[src/adc_ctrl_pkg.sv]
// Shared constants for the converter reset and power-down control block.
// Assumes a single 125 MHz system clock and a host on the serial configuration pins.
`default_nettype none

package adc_ctrl_pkg;
   localparam int ADDR_W  = 8;
   localparam int DATA_W  = 16;
   localparam int FRAME_W = ADDR_W + DATA_W;
   localparam int CHANNELS = 8;
   localparam int GAIN_W   = 4;
   localparam int DRIVE_W  = 3;
   localparam int PHASE_W  = 2;

   localparam logic [ADDR_W-1:0] ADDR_SOFT_RESET = 8'h00;
   localparam logic [ADDR_W-1:0] ADDR_POWER      = 8'h0f;
   localparam logic [ADDR_W-1:0] ADDR_LVDS_DRIVE = 8'h11;
   localparam logic [ADDR_W-1:0] ADDR_NOISE      = 8'h14;
   localparam logic [ADDR_W-1:0] ADDR_INVERT     = 8'h24;
   localparam logic [ADDR_W-1:0] ADDR_GAIN_LO    = 8'h2a;
   localparam logic [ADDR_W-1:0] ADDR_GAIN_HI    = 8'h2b;
   localparam logic [ADDR_W-1:0] ADDR_CLOCKING   = 8'h42;
   localparam logic [ADDR_W-1:0] ADDR_FORMAT     = 8'h46;

   localparam logic [DATA_W-1:0] REG_DEFAULT = 16'h0000;

   localparam int SOFT_RESET_BIT = 0;
   localparam int LIGHT_BIT      = 8;
   localparam int DEEP_BIT       = 9;
   localparam int PIN_CFG_BIT    = 10;
   localparam int CLK_DIFF_BIT   = 0;
   localparam int DCC_BIT        = 2;
   localparam int EXT_REF_BIT    = 3;
   localparam int PHASE_LSB      = 5;
   localparam int BTC_BIT        = 2;
   localparam int MSB_FIRST_BIT  = 3;
   localparam int SDR_BIT        = 4;
   localparam int SDR_FALL_BIT   = 13;
   localparam int DRV_CLK_LSB    = 0;
   localparam int DRV_FRAME_LSB  = 4;
   localparam int DRV_DATA_LSB   = 8;

   localparam int CLOCK_MHZ          = 125;
   localparam int CLOCK_WARM_TIME_US = 50;
   localparam int CLOCK_WARM_CYCLES  = CLOCK_WARM_TIME_US * CLOCK_MHZ;

   typedef enum {ST_AWAKE, ST_LIGHT, ST_DEEP, ST_WAKING} power_state_type;
endpackage

`default_nettype wire

[src/pin_sync.sv]
// Two-stage synchroniser for pins arriving from outside the system clock domain.
// Assumes nothing but a free-running clock; stage one feeds stage two only.
`default_nettype none

module pin_sync #(
   parameter int WIDTH = 1
) (
   input  wire logic             clk_sys,
   input  wire logic             rst,
   input  wire logic [WIDTH-1:0] pin_async,
   output var  logic [WIDTH-1:0] pin_level
);
   logic [WIDTH-1:0] stage_one;

   always_ff @(posedge clk_sys or posedge rst) begin
      if (rst) begin
         stage_one <= '0;
         pin_level <= '0;
      end else begin
         stage_one <= pin_async;
         pin_level <= stage_one;
      end
   end
endmodule

`default_nettype wire

[src/serial_write_port.sv]
// Shift-in side of the serial configuration port: 8 address bits then 16 data bits.
// Assumes enable, clock and data were already synchronised to clk_sys.
`default_nettype none

module serial_write_port
   import adc_ctrl_pkg::*;
(
   input  wire logic              clk_sys,
   input  wire logic              rst,
   input  wire logic              enable_n_level,
   input  wire logic              shift_clk_level,
   input  wire logic              data_level,
   output var  logic              wr_strobe,
   output var  logic [ADDR_W-1:0] wr_addr,
   output var  logic [DATA_W-1:0] wr_data
);
   logic               shift_clk_prev;
   logic [FRAME_W-2:0] shifter;
   logic [4:0]         bit_count;
   logic               rise;

   assign rise = shift_clk_level & ~shift_clk_prev;

   always_ff @(posedge clk_sys or posedge rst) begin
      if (rst) begin
         shift_clk_prev <= 1'b0;
         shifter        <= '0;
         bit_count      <= '0;
         wr_strobe      <= 1'b0;
         wr_addr        <= '0;
         wr_data        <= '0;
      end else begin
         shift_clk_prev <= shift_clk_level;
         wr_strobe      <= 1'b0;
         // A frame dropped midway leaves nothing behind
         if (enable_n_level) begin
            bit_count <= '0;
         end else if (rise) begin
            shifter <= {shifter[FRAME_W-3:0], data_level};
            if (bit_count == 5'(FRAME_W - 1)) begin
               bit_count <= '0;
               wr_strobe <= 1'b1;
               {wr_addr, wr_data} <= {shifter, data_level};
            end else begin
               bit_count <= bit_count + 5'd1;
            end
         end
      end
   end
endmodule

`default_nettype wire

[src/adc_reset_powerdown_control.sv]
// Register file, software reset and power-down sequencing of the octal converter.
// Assumes the host writes over the serial pins and may drive the sleep pin freely.
`default_nettype none

module adc_reset_powerdown_control
   import adc_ctrl_pkg::*;
#(
   parameter logic [15:0] CLOCK_WARM      = 16'(CLOCK_WARM_CYCLES),
   parameter logic [15:0] LIGHT_WAKE_TIME = 16'h0010,
   parameter logic [15:0] DEEP_WAKE_TIME  = 16'h0400
) (
   input  wire logic                       clk_sys,
   input  wire logic                       rst,
   input  wire logic                       sen_n,
   input  wire logic                       sclk,
   input  wire logic                       sdata,
   input  wire logic                       sleep_pin,
   output var  logic                       sw_reset_pulse,
   output var  logic [CHANNELS-1:0]        channel_sleep_mask,
   output var  logic                       global_light_sleep,
   output var  logic                       global_deep_sleep,
   output var  logic                       converter_ready,
   output var  logic                       common_mode_pin_ref,
   output var  logic                       duty_cycle_corrector,
   output var  logic                       diff_clock_select,
   output var  logic [PHASE_W-1:0]         bit_clock_output_phase,
   output var  logic [CHANNELS-1:0]        noise_suppress,
   output var  logic [CHANNELS-1:0]        input_invert,
   output var  logic [CHANNELS*GAIN_W-1:0] channel_gain,
   output var  logic                       twos_complement_format,
   output var  logic                       msb_first,
   output var  logic                       single_rate,
   output var  logic                       single_rate_fall,
   output var  logic [DRIVE_W-1:0]         drive_bit_clock,
   output var  logic [DRIVE_W-1:0]         drive_frame_clock,
   output var  logic [DRIVE_W-1:0]         drive_data
);
   logic [3:0]        pins_level;
   logic              wr_strobe;
   logic [ADDR_W-1:0] wr_addr;
   logic [DATA_W-1:0] wr_data;
   logic              sw_reset;
   logic              pin_high;
   logic              deep_req;
   logic              light_req;

   logic [DATA_W-1:0] power_ctrl;
   logic [DATA_W-1:0] drive_ctrl;
   logic [DATA_W-1:0] noise_ctrl;
   logic [DATA_W-1:0] invert_ctrl;
   logic [DATA_W-1:0] gain_lo;
   logic [DATA_W-1:0] gain_hi;
   logic [DATA_W-1:0] clocking_ctrl;
   logic [DATA_W-1:0] format_ctrl;

   power_state_type   state;
   power_state_type   next_state;
   logic [15:0]       wake_count;
   logic [15:0]       next_wake_count;
   logic [15:0]       warm_count;
   logic              clock_warm;

   pin_sync #(
      .WIDTH(4)
   ) u_pin_sync (
      .clk_sys  (clk_sys),
      .rst      (rst),
      .pin_async({sleep_pin, sdata, sclk, sen_n}),
      .pin_level(pins_level)
   );

   serial_write_port u_serial (
      .clk_sys        (clk_sys),
      .rst            (rst),
      .enable_n_level (pins_level[0]),
      .shift_clk_level(pins_level[1]),
      .data_level     (pins_level[2]),
      .wr_strobe      (wr_strobe),
      .wr_addr        (wr_addr),
      .wr_data        (wr_data)
   );

   assign pin_high = pins_level[3];
   assign sw_reset = wr_strobe && wr_addr == ADDR_SOFT_RESET && wr_data[SOFT_RESET_BIT];

   // Whole-word stores: a register is only ever replaced entirely
   always_ff @(posedge clk_sys or posedge rst) begin
      if (rst) begin
         power_ctrl    <= REG_DEFAULT;
         drive_ctrl    <= REG_DEFAULT;
         noise_ctrl    <= REG_DEFAULT;
         invert_ctrl   <= REG_DEFAULT;
         gain_lo       <= REG_DEFAULT;
         gain_hi       <= REG_DEFAULT;
         clocking_ctrl <= REG_DEFAULT;
         format_ctrl   <= REG_DEFAULT;
      end else if (sw_reset) begin
         power_ctrl    <= REG_DEFAULT;
         drive_ctrl    <= REG_DEFAULT;
         noise_ctrl    <= REG_DEFAULT;
         invert_ctrl   <= REG_DEFAULT;
         gain_lo       <= REG_DEFAULT;
         gain_hi       <= REG_DEFAULT;
         clocking_ctrl <= REG_DEFAULT;
         format_ctrl   <= REG_DEFAULT;
      end else if (wr_strobe) begin
         case (wr_addr)
            ADDR_POWER:      power_ctrl    <= wr_data;
            ADDR_LVDS_DRIVE: drive_ctrl    <= wr_data;
            ADDR_NOISE:      noise_ctrl    <= wr_data;
            ADDR_INVERT:     invert_ctrl   <= wr_data;
            ADDR_GAIN_LO:    gain_lo       <= wr_data;
            ADDR_GAIN_HI:    gain_hi       <= wr_data;
            ADDR_CLOCKING:   clocking_ctrl <= wr_data;
            ADDR_FORMAT:     format_ctrl   <= wr_data;
            default: ;
         endcase
      end
   end

   // The reset bit is never stored; writing it restores every register's default and raises sw_reset_pulse for one cycle, one clock later
   always_ff @(posedge clk_sys or posedge rst) begin
      if (rst) begin
         sw_reset_pulse <= 1'b0;
      end else begin
         sw_reset_pulse <= sw_reset;
      end
   end

   assign common_mode_pin_ref    = clocking_ctrl[EXT_REF_BIT];
   assign duty_cycle_corrector   = clocking_ctrl[DCC_BIT];
   assign diff_clock_select      = clocking_ctrl[CLK_DIFF_BIT];
   assign bit_clock_output_phase = clocking_ctrl[PHASE_LSB +: PHASE_W];
   assign noise_suppress         = noise_ctrl[CHANNELS-1:0];
   assign input_invert           = invert_ctrl[CHANNELS-1:0];
   // Upper register lists channels five to eight from the top nibble down
   assign channel_gain = {gain_hi[3:0], gain_hi[7:4], gain_hi[11:8], gain_hi[15:12], gain_lo};
   assign twos_complement_format = format_ctrl[BTC_BIT];
   assign msb_first              = format_ctrl[MSB_FIRST_BIT];
   assign single_rate            = format_ctrl[SDR_BIT];
   assign single_rate_fall       = format_ctrl[SDR_FALL_BIT];
   assign drive_bit_clock        = drive_ctrl[DRV_CLK_LSB +: DRIVE_W];
   assign drive_frame_clock      = drive_ctrl[DRV_FRAME_LSB +: DRIVE_W];
   assign drive_data             = drive_ctrl[DRV_DATA_LSB +: DRIVE_W];

   // Deep wins when both are asked for, which happens if the host sets both sleep bits or sets one alongside a sleep pin routed to the other
   assign deep_req  = power_ctrl[DEEP_BIT] | (pin_high & ~power_ctrl[PIN_CFG_BIT]);
   assign light_req = power_ctrl[LIGHT_BIT] | (pin_high & power_ctrl[PIN_CFG_BIT]);

   // Quick light-sleep recovery needs the clock to have run long enough first
   always_ff @(posedge clk_sys or posedge rst) begin
      if (rst) begin
         warm_count <= '0;
         clock_warm <= 1'b0;
      end else if (warm_count < CLOCK_WARM) begin
         warm_count <= warm_count + 16'd1;
      end else begin
         clock_warm <= 1'b1;
      end
   end

   always_comb begin
      next_state      = state;
      next_wake_count = wake_count;
      case (state)
         ST_AWAKE: begin
            if (deep_req) begin
               next_state = ST_DEEP;
            end else if (light_req) begin
               next_state = ST_LIGHT;
            end
         end
         ST_LIGHT: begin
            if (deep_req) begin
               next_state = ST_DEEP;
            end else if (!light_req) begin
               next_state      = ST_WAKING;
               next_wake_count = clock_warm ? LIGHT_WAKE_TIME : DEEP_WAKE_TIME;
            end
         end
         ST_DEEP: begin
            if (!deep_req) begin
               next_state      = light_req ? ST_LIGHT : ST_WAKING;
               next_wake_count = DEEP_WAKE_TIME;
            end
         end
         ST_WAKING: begin
            if (deep_req) begin
               next_state = ST_DEEP;
            end else if (light_req) begin
               next_state = ST_LIGHT;
            end else if (wake_count <= 16'd1) begin
               next_state = ST_AWAKE;
            end else begin
               next_wake_count = wake_count - 16'd1;
            end
         end
         default: next_state = ST_AWAKE;
      endcase
   end

   always_ff @(posedge clk_sys or posedge rst) begin
      if (rst) begin
         state      <= ST_AWAKE;
         wake_count <= '0;
      end else begin
         state      <= next_state;
         wake_count <= next_wake_count;
      end
   end

   always_ff @(posedge clk_sys or posedge rst) begin
      if (rst) begin
         channel_sleep_mask <= '0;
         global_light_sleep <= 1'b0;
         global_deep_sleep  <= 1'b0;
         converter_ready    <= 1'b1;
      end else begin
         channel_sleep_mask <= power_ctrl[CHANNELS-1:0] | {CHANNELS{next_state != ST_AWAKE}};
         global_light_sleep <= next_state == ST_LIGHT;
         global_deep_sleep  <= next_state == ST_DEEP;
         converter_ready    <= next_state == ST_AWAKE;
      end
   end
endmodule

`default_nettype wire

[config.mk]
export PLATFORM = sky130hd
export DESIGN_NAME = adc_reset_powerdown_control
export DESIGN_NICKNAME = d
export VERILOG_FILES = /design/src/adc_ctrl_pkg.sv /design/src/pin_sync.sv /design/src/serial_write_port.sv /design/src/adc_reset_powerdown_control.sv
export SDC_FILE = /design/constraint.sdc
export NUM_CORES = 1
export LEC_CHECK = 0
export BUFFER_PORTS_ARGS = -buffer_cell sky130_fd_sc_hd__buf_2
export CAP_MARGIN = 40
export CORE_AREA = 3 3 123 125
export DETAILED_ROUTE_END_ITERATION = 12
export DIE_AREA = 0 0 126 128
export PLACE_DENSITY = 0.93
export SYNTH_ARGS = -nofsm -noshare
export SYNTH_HDL_FRONTEND = slang
export SYNTH_SLANG_ARGS = --single-unit
[constraint.sdc]
create_clock -name clk_sys -period 19.4 [get_ports clk_sys]
set_input_delay 3.88 -clock clk_sys [delete_from_list [all_inputs] [get_ports clk_sys]]
set_output_delay 3.88 -clock clk_sys [all_outputs]
set_load 0.02 [all_outputs]
==> results.rst <==
.. list-table::
   :header-rows: 1

   * - Metric
     - Value
   * - Simple-gate share of the synthesized area
     - 0.128
   * - Setup bufs post-CTS
     - 0
   * - Number of top-level pins
     - 84
   * - Final Total Pwr
     - 0.963 mW
   * - Ant. Diodes
     - 0
   * - Top cells by area, synth
     - sky130_fd_sc_hd__dfrtp_1 63%, sky130_fd_sc_hd__mux2i_1 9.0%, sky130_fd_sc_hd__mux2_2 6.5%
   * - Post-synth EDFFs
     - 0
   * - Number of H-tree levels
     - 1
   * - Cell count after synthesis
     - 672
   * - Arrival time of data at the critical path endpoint
     - 1.15 ns
   * - Total vias in the final route
     - 5840
   * - Power density over the cells
     - 95.5 nW/um2
   * - Horizontal extent of the die
     - 126 um
   * - Number of flip-flops and latches in the synthesized netlist
     - 216
   * - Core area
     - 14000 um2
   * - Total global routing track utilization
     - 0.242
   * - Starting DRT DRC Count
     - 560
   * - Count of port buffers added during placement
     - 83
   * - YS warnings
     - 0
   * - Gp weighted congestion
     - 0.892
   * - Largest family of logic cells by synthesized area
     - multiplexers
   * - Bufs and invs on worst path
     - 1
   * - Unrepaired setup endpoints after global routing
     - false
   * - Outcome
     - complete, no violations
   * - Leading area contributor after synthesis
     - sky130_fd_sc_hd__dfrtp_1
   * - Post-route setup TNS
     - 0 ns
   * - Standard-cell row count
     - 43
   * - Initial antenna violation count
     - 0
   * - CP top delay family
     - flip-flops
   * - Crit path capture type
     - primary output
   * - Portion of synthesized cell area occupied by the leading cell type
     - 0.630
   * - Remaining routing DRC violations
     - 0
   * - NumNets Final
     - 794
   * - Cell chain of the critical path
     - buf_2
   * - Startpoint type of the worst setup path
     - flop
   * - Hold Buf Count CTS
     - 0
   * - Endpoint required time on the critical path
     - 15.52 ns
   * - Period utilisation layout
     - 0.259
   * - Setup clock skew after layout
     - 0.0196 ns
   * - Global-route wire length before repair
     - 31.4 mm
   * - Transition at the pin with the smallest max-transition slack
     - 0.950 ns
   * - Adder-cell share of the synthesized area
     - 0.00586
   * - Critical Path Max Stage Delay
     - 0.51 ns
   * - Wire length after detailed routing
     - 19.4 mm
   * - Max Clk Rate
     - 199 MHz
   * - Compound-Gate Fraction of Synth Area
     - 0.0400
   * - Total Die Area
     - 16100 um2
   * - Minimum clock period
     - 5.03 ns
   * - Critical-path top delay cell
     - sky130_fd_sc_hd__dfstp_2
   * - Root cell of the clock tree
     - sky130_fd_sc_hd__clkbuf_16
   * - Clock-pin slew on the worst setup and hold paths
     - 0.06 ns
   * - Leak Pwr
     - 5.44 nW
   * - TritonCTS clock tree
     - yes
   * - Worst IR Drop VDD
     - 0.0895 mV
   * - Critical Setup Path Class
     - flop to primary output
   * - Clock buffers created by TritonCTS
     - 22
   * - Skew-Pair Late Insertion Delay
     - 0.51 ns
   * - Share of layout cells above drive strength 1
     - 0.244
   * - Largest net degree at the start of global routing
     - 115
   * - GRT Residual Overflow
     - 0
   * - Max-cap violation count
     - 0
   * - Sink Count
     - 216
   * - # setup viols final
     - 0
   * - Count of antenna-violating nets left after detailed routing
     - 0
   * - Post-DR vias/cell
     - 5.96
   * - Post-synthesis sequential area ratio
     - 0.633
   * - Cell area after synthesis
     - 8540 um2
   * - Primary flip-flop cell chosen by synthesis mapping
     - sky130_fd_sc_hd__dfrtp_1
   * - Chip height
     - 128 um
   * - Commonest cells in the netlist
     - 215 x sky130_fd_sc_hd__dfrtp_1, 98 x sky130_fd_sc_hd__nor2_1, 77 x sky130_fd_sc_hd__mux2i_1
   * - Largest buffer count on any clock path
     - 3
   * - Path class of the lowest-slack min-delay path
     - flop to flop
   * - Most frequent cell after synthesis
     - sky130_fd_sc_hd__dfrtp_1
   * - Mux contribution to synthesized area
     - 0.156
   * - Unique masters post-synth
     - 54
   * - PostCTS Resize Cnt
     - 0
   * - Xor-xnor portion of the synthesized cell area
     - 0.0133
   * - Slew HR
     - 0.362
   * - Proportion of register bits with asynchronous set or reset after synthesis
     - 1.00
   * - Length of the first detailed-routing pass in iterations
     - 5
   * - HPWL after detailed placement
     - 11.6 mm
   * - Number of global-route vias before repair
     - 5949
   * - Post-synthesis to final-layout area growth
     - 18.1%
   * - Maximum fanout along the worst path
     - 1
   * - Final-report max-slew violation count
     - 0
   * - Post-Synthesis Mean Instance Area
     - 12.7 um2
   * - Number of hold-slack violations in the final timing report
     - 0
   * - Initial core utilization
     - 0.610
   * - Wire length per cell
     - 19.8 um
cells in the final DEF (no fill, tap or decap), types with 9 or more instances in the layout:
master | Yosys | final
sky130_fd_sc_hd__dfrtp_1 | 215 | 215
sky130_fd_sc_hd__mux2i_1 | 77 | 77
sky130_fd_sc_hd__buf_2 | 3 | 83
sky130_fd_sc_hd__mux2_2 | 49 | 49
sky130_fd_sc_hd__or3_1 | 9 | 9
sky130_fd_sc_hd__nor4_1 | 18 | 18
sky130_fd_sc_hd__nand2_1 | 22 | 22
sky130_fd_sc_hd__conb_1 | 1 | 30
sky130_fd_sc_hd__nand2b_1 | 14 | 14
sky130_fd_sc_hd__xor2_1 | 12 | 12
sky130_fd_sc_hd__nor2_1 | 98 | 95
sky130_fd_sc_hd__or4_1 | 10 | 10
sky130_fd_sc_hd__inv_1 | 12 | 11
sky130_fd_sc_hd__clkbuf_16 | 0 | 22
sky130_fd_sc_hd__a21oi_1 | 13 | 13
metal layers:
metal  part of all wire  up-vias  track usage
met1               0.40     2922        0.318
met3              0.070       81       0.0375
met2               0.48      278        0.408
met5                  0        -            0
li1                   -     2559            -
met4              0.042        0       0.0972
layout make-up:
type | instances | area, um2
clock inverter | 13 | 210
inverter | 12 | 52.6
sequential | 216 | 5410
clock buffer | 27 | 609
tap | 180 | 225
multi-input combinational | 441 | 3060
fill | 869 | 3900
timing repair buffer | 91 | 523
final timing paths:
path | to | from | slack [ns] | depth (start not counted)
min in group asynchronous | noise_ctrl[3] | rst | 3.31 | 2
setup reg to reg | wake_count[14] | wake_count[0] | 16.46 | 7
hold / removal | u_pin_sync.pin_level[1] | u_pin_sync.stage_one[1] | 0.34 | 0
setup / recovery | converter_ready | converter_ready | 14.37 | 1
max in group asynchronous | converter_ready | rst | 15.19 | 4
hold reg to reg | u_pin_sync.pin_level[1] | u_pin_sync.stage_one[1] | 0.34 | 0
state kept, by name, indices dropped and copies added (netlist names), 5 cells and up:
register            flops
u_serial.wr_addr        8
u_serial.bit_count      5
warm_count             16
u_serial.wr_data       16
drive_ctrl              9
noise_ctrl              8
wake_count             16
gain_lo                16
power_ctrl             11
gain_hi                16
clocking_ctrl           5
state                  32
u_serial.shifter       23
channel_sleep_mask      8
invert_ctrl             8
logic make-up (layout without fill, tap and decap cells):
| logic type | after synthesis | in the layout |
|---|---|---|
| other cells | 1 | 30 |
| fa+ha+maj | 4 | 4 |
| simple gates | 216 | 216 |
| buf+inv | 44 | 143 |
| mux | 127 | 127 |
| compound gates | 51 | 51 |
| flops | 216 | 216 |
| xor+xnor | 13 | 13 |
where the power goes:
| part | total (mW) | switching, mW | internal, mW |
|---|---|---|---|
| clock network | 0.468 | 0.176 | 0.292 |
| registers | 0.472 | 0.00892 | 0.463 |
| logic | 0.0228 | 0.0138 | 0.00893 |
| total | 0.963 | 0.199 | 0.763 |
through the flow:
step	cells	setup slack (ns)	area, um2	utilization	hold WS, ns
after floorplan	701	9.61	8650	-	0.331
after global placement	937	13.74	9200	0.657	0.332
final	980	14.37	10100	0.721	0.343
after global routing	980	14.34	10100	0.721	0.355
after CTS	980	14.35	10100	0.721	0.345
after detailed placement	940	14.65	9270	0.662	0.336
Note: power is estimated with default switching activity, not from simulation.
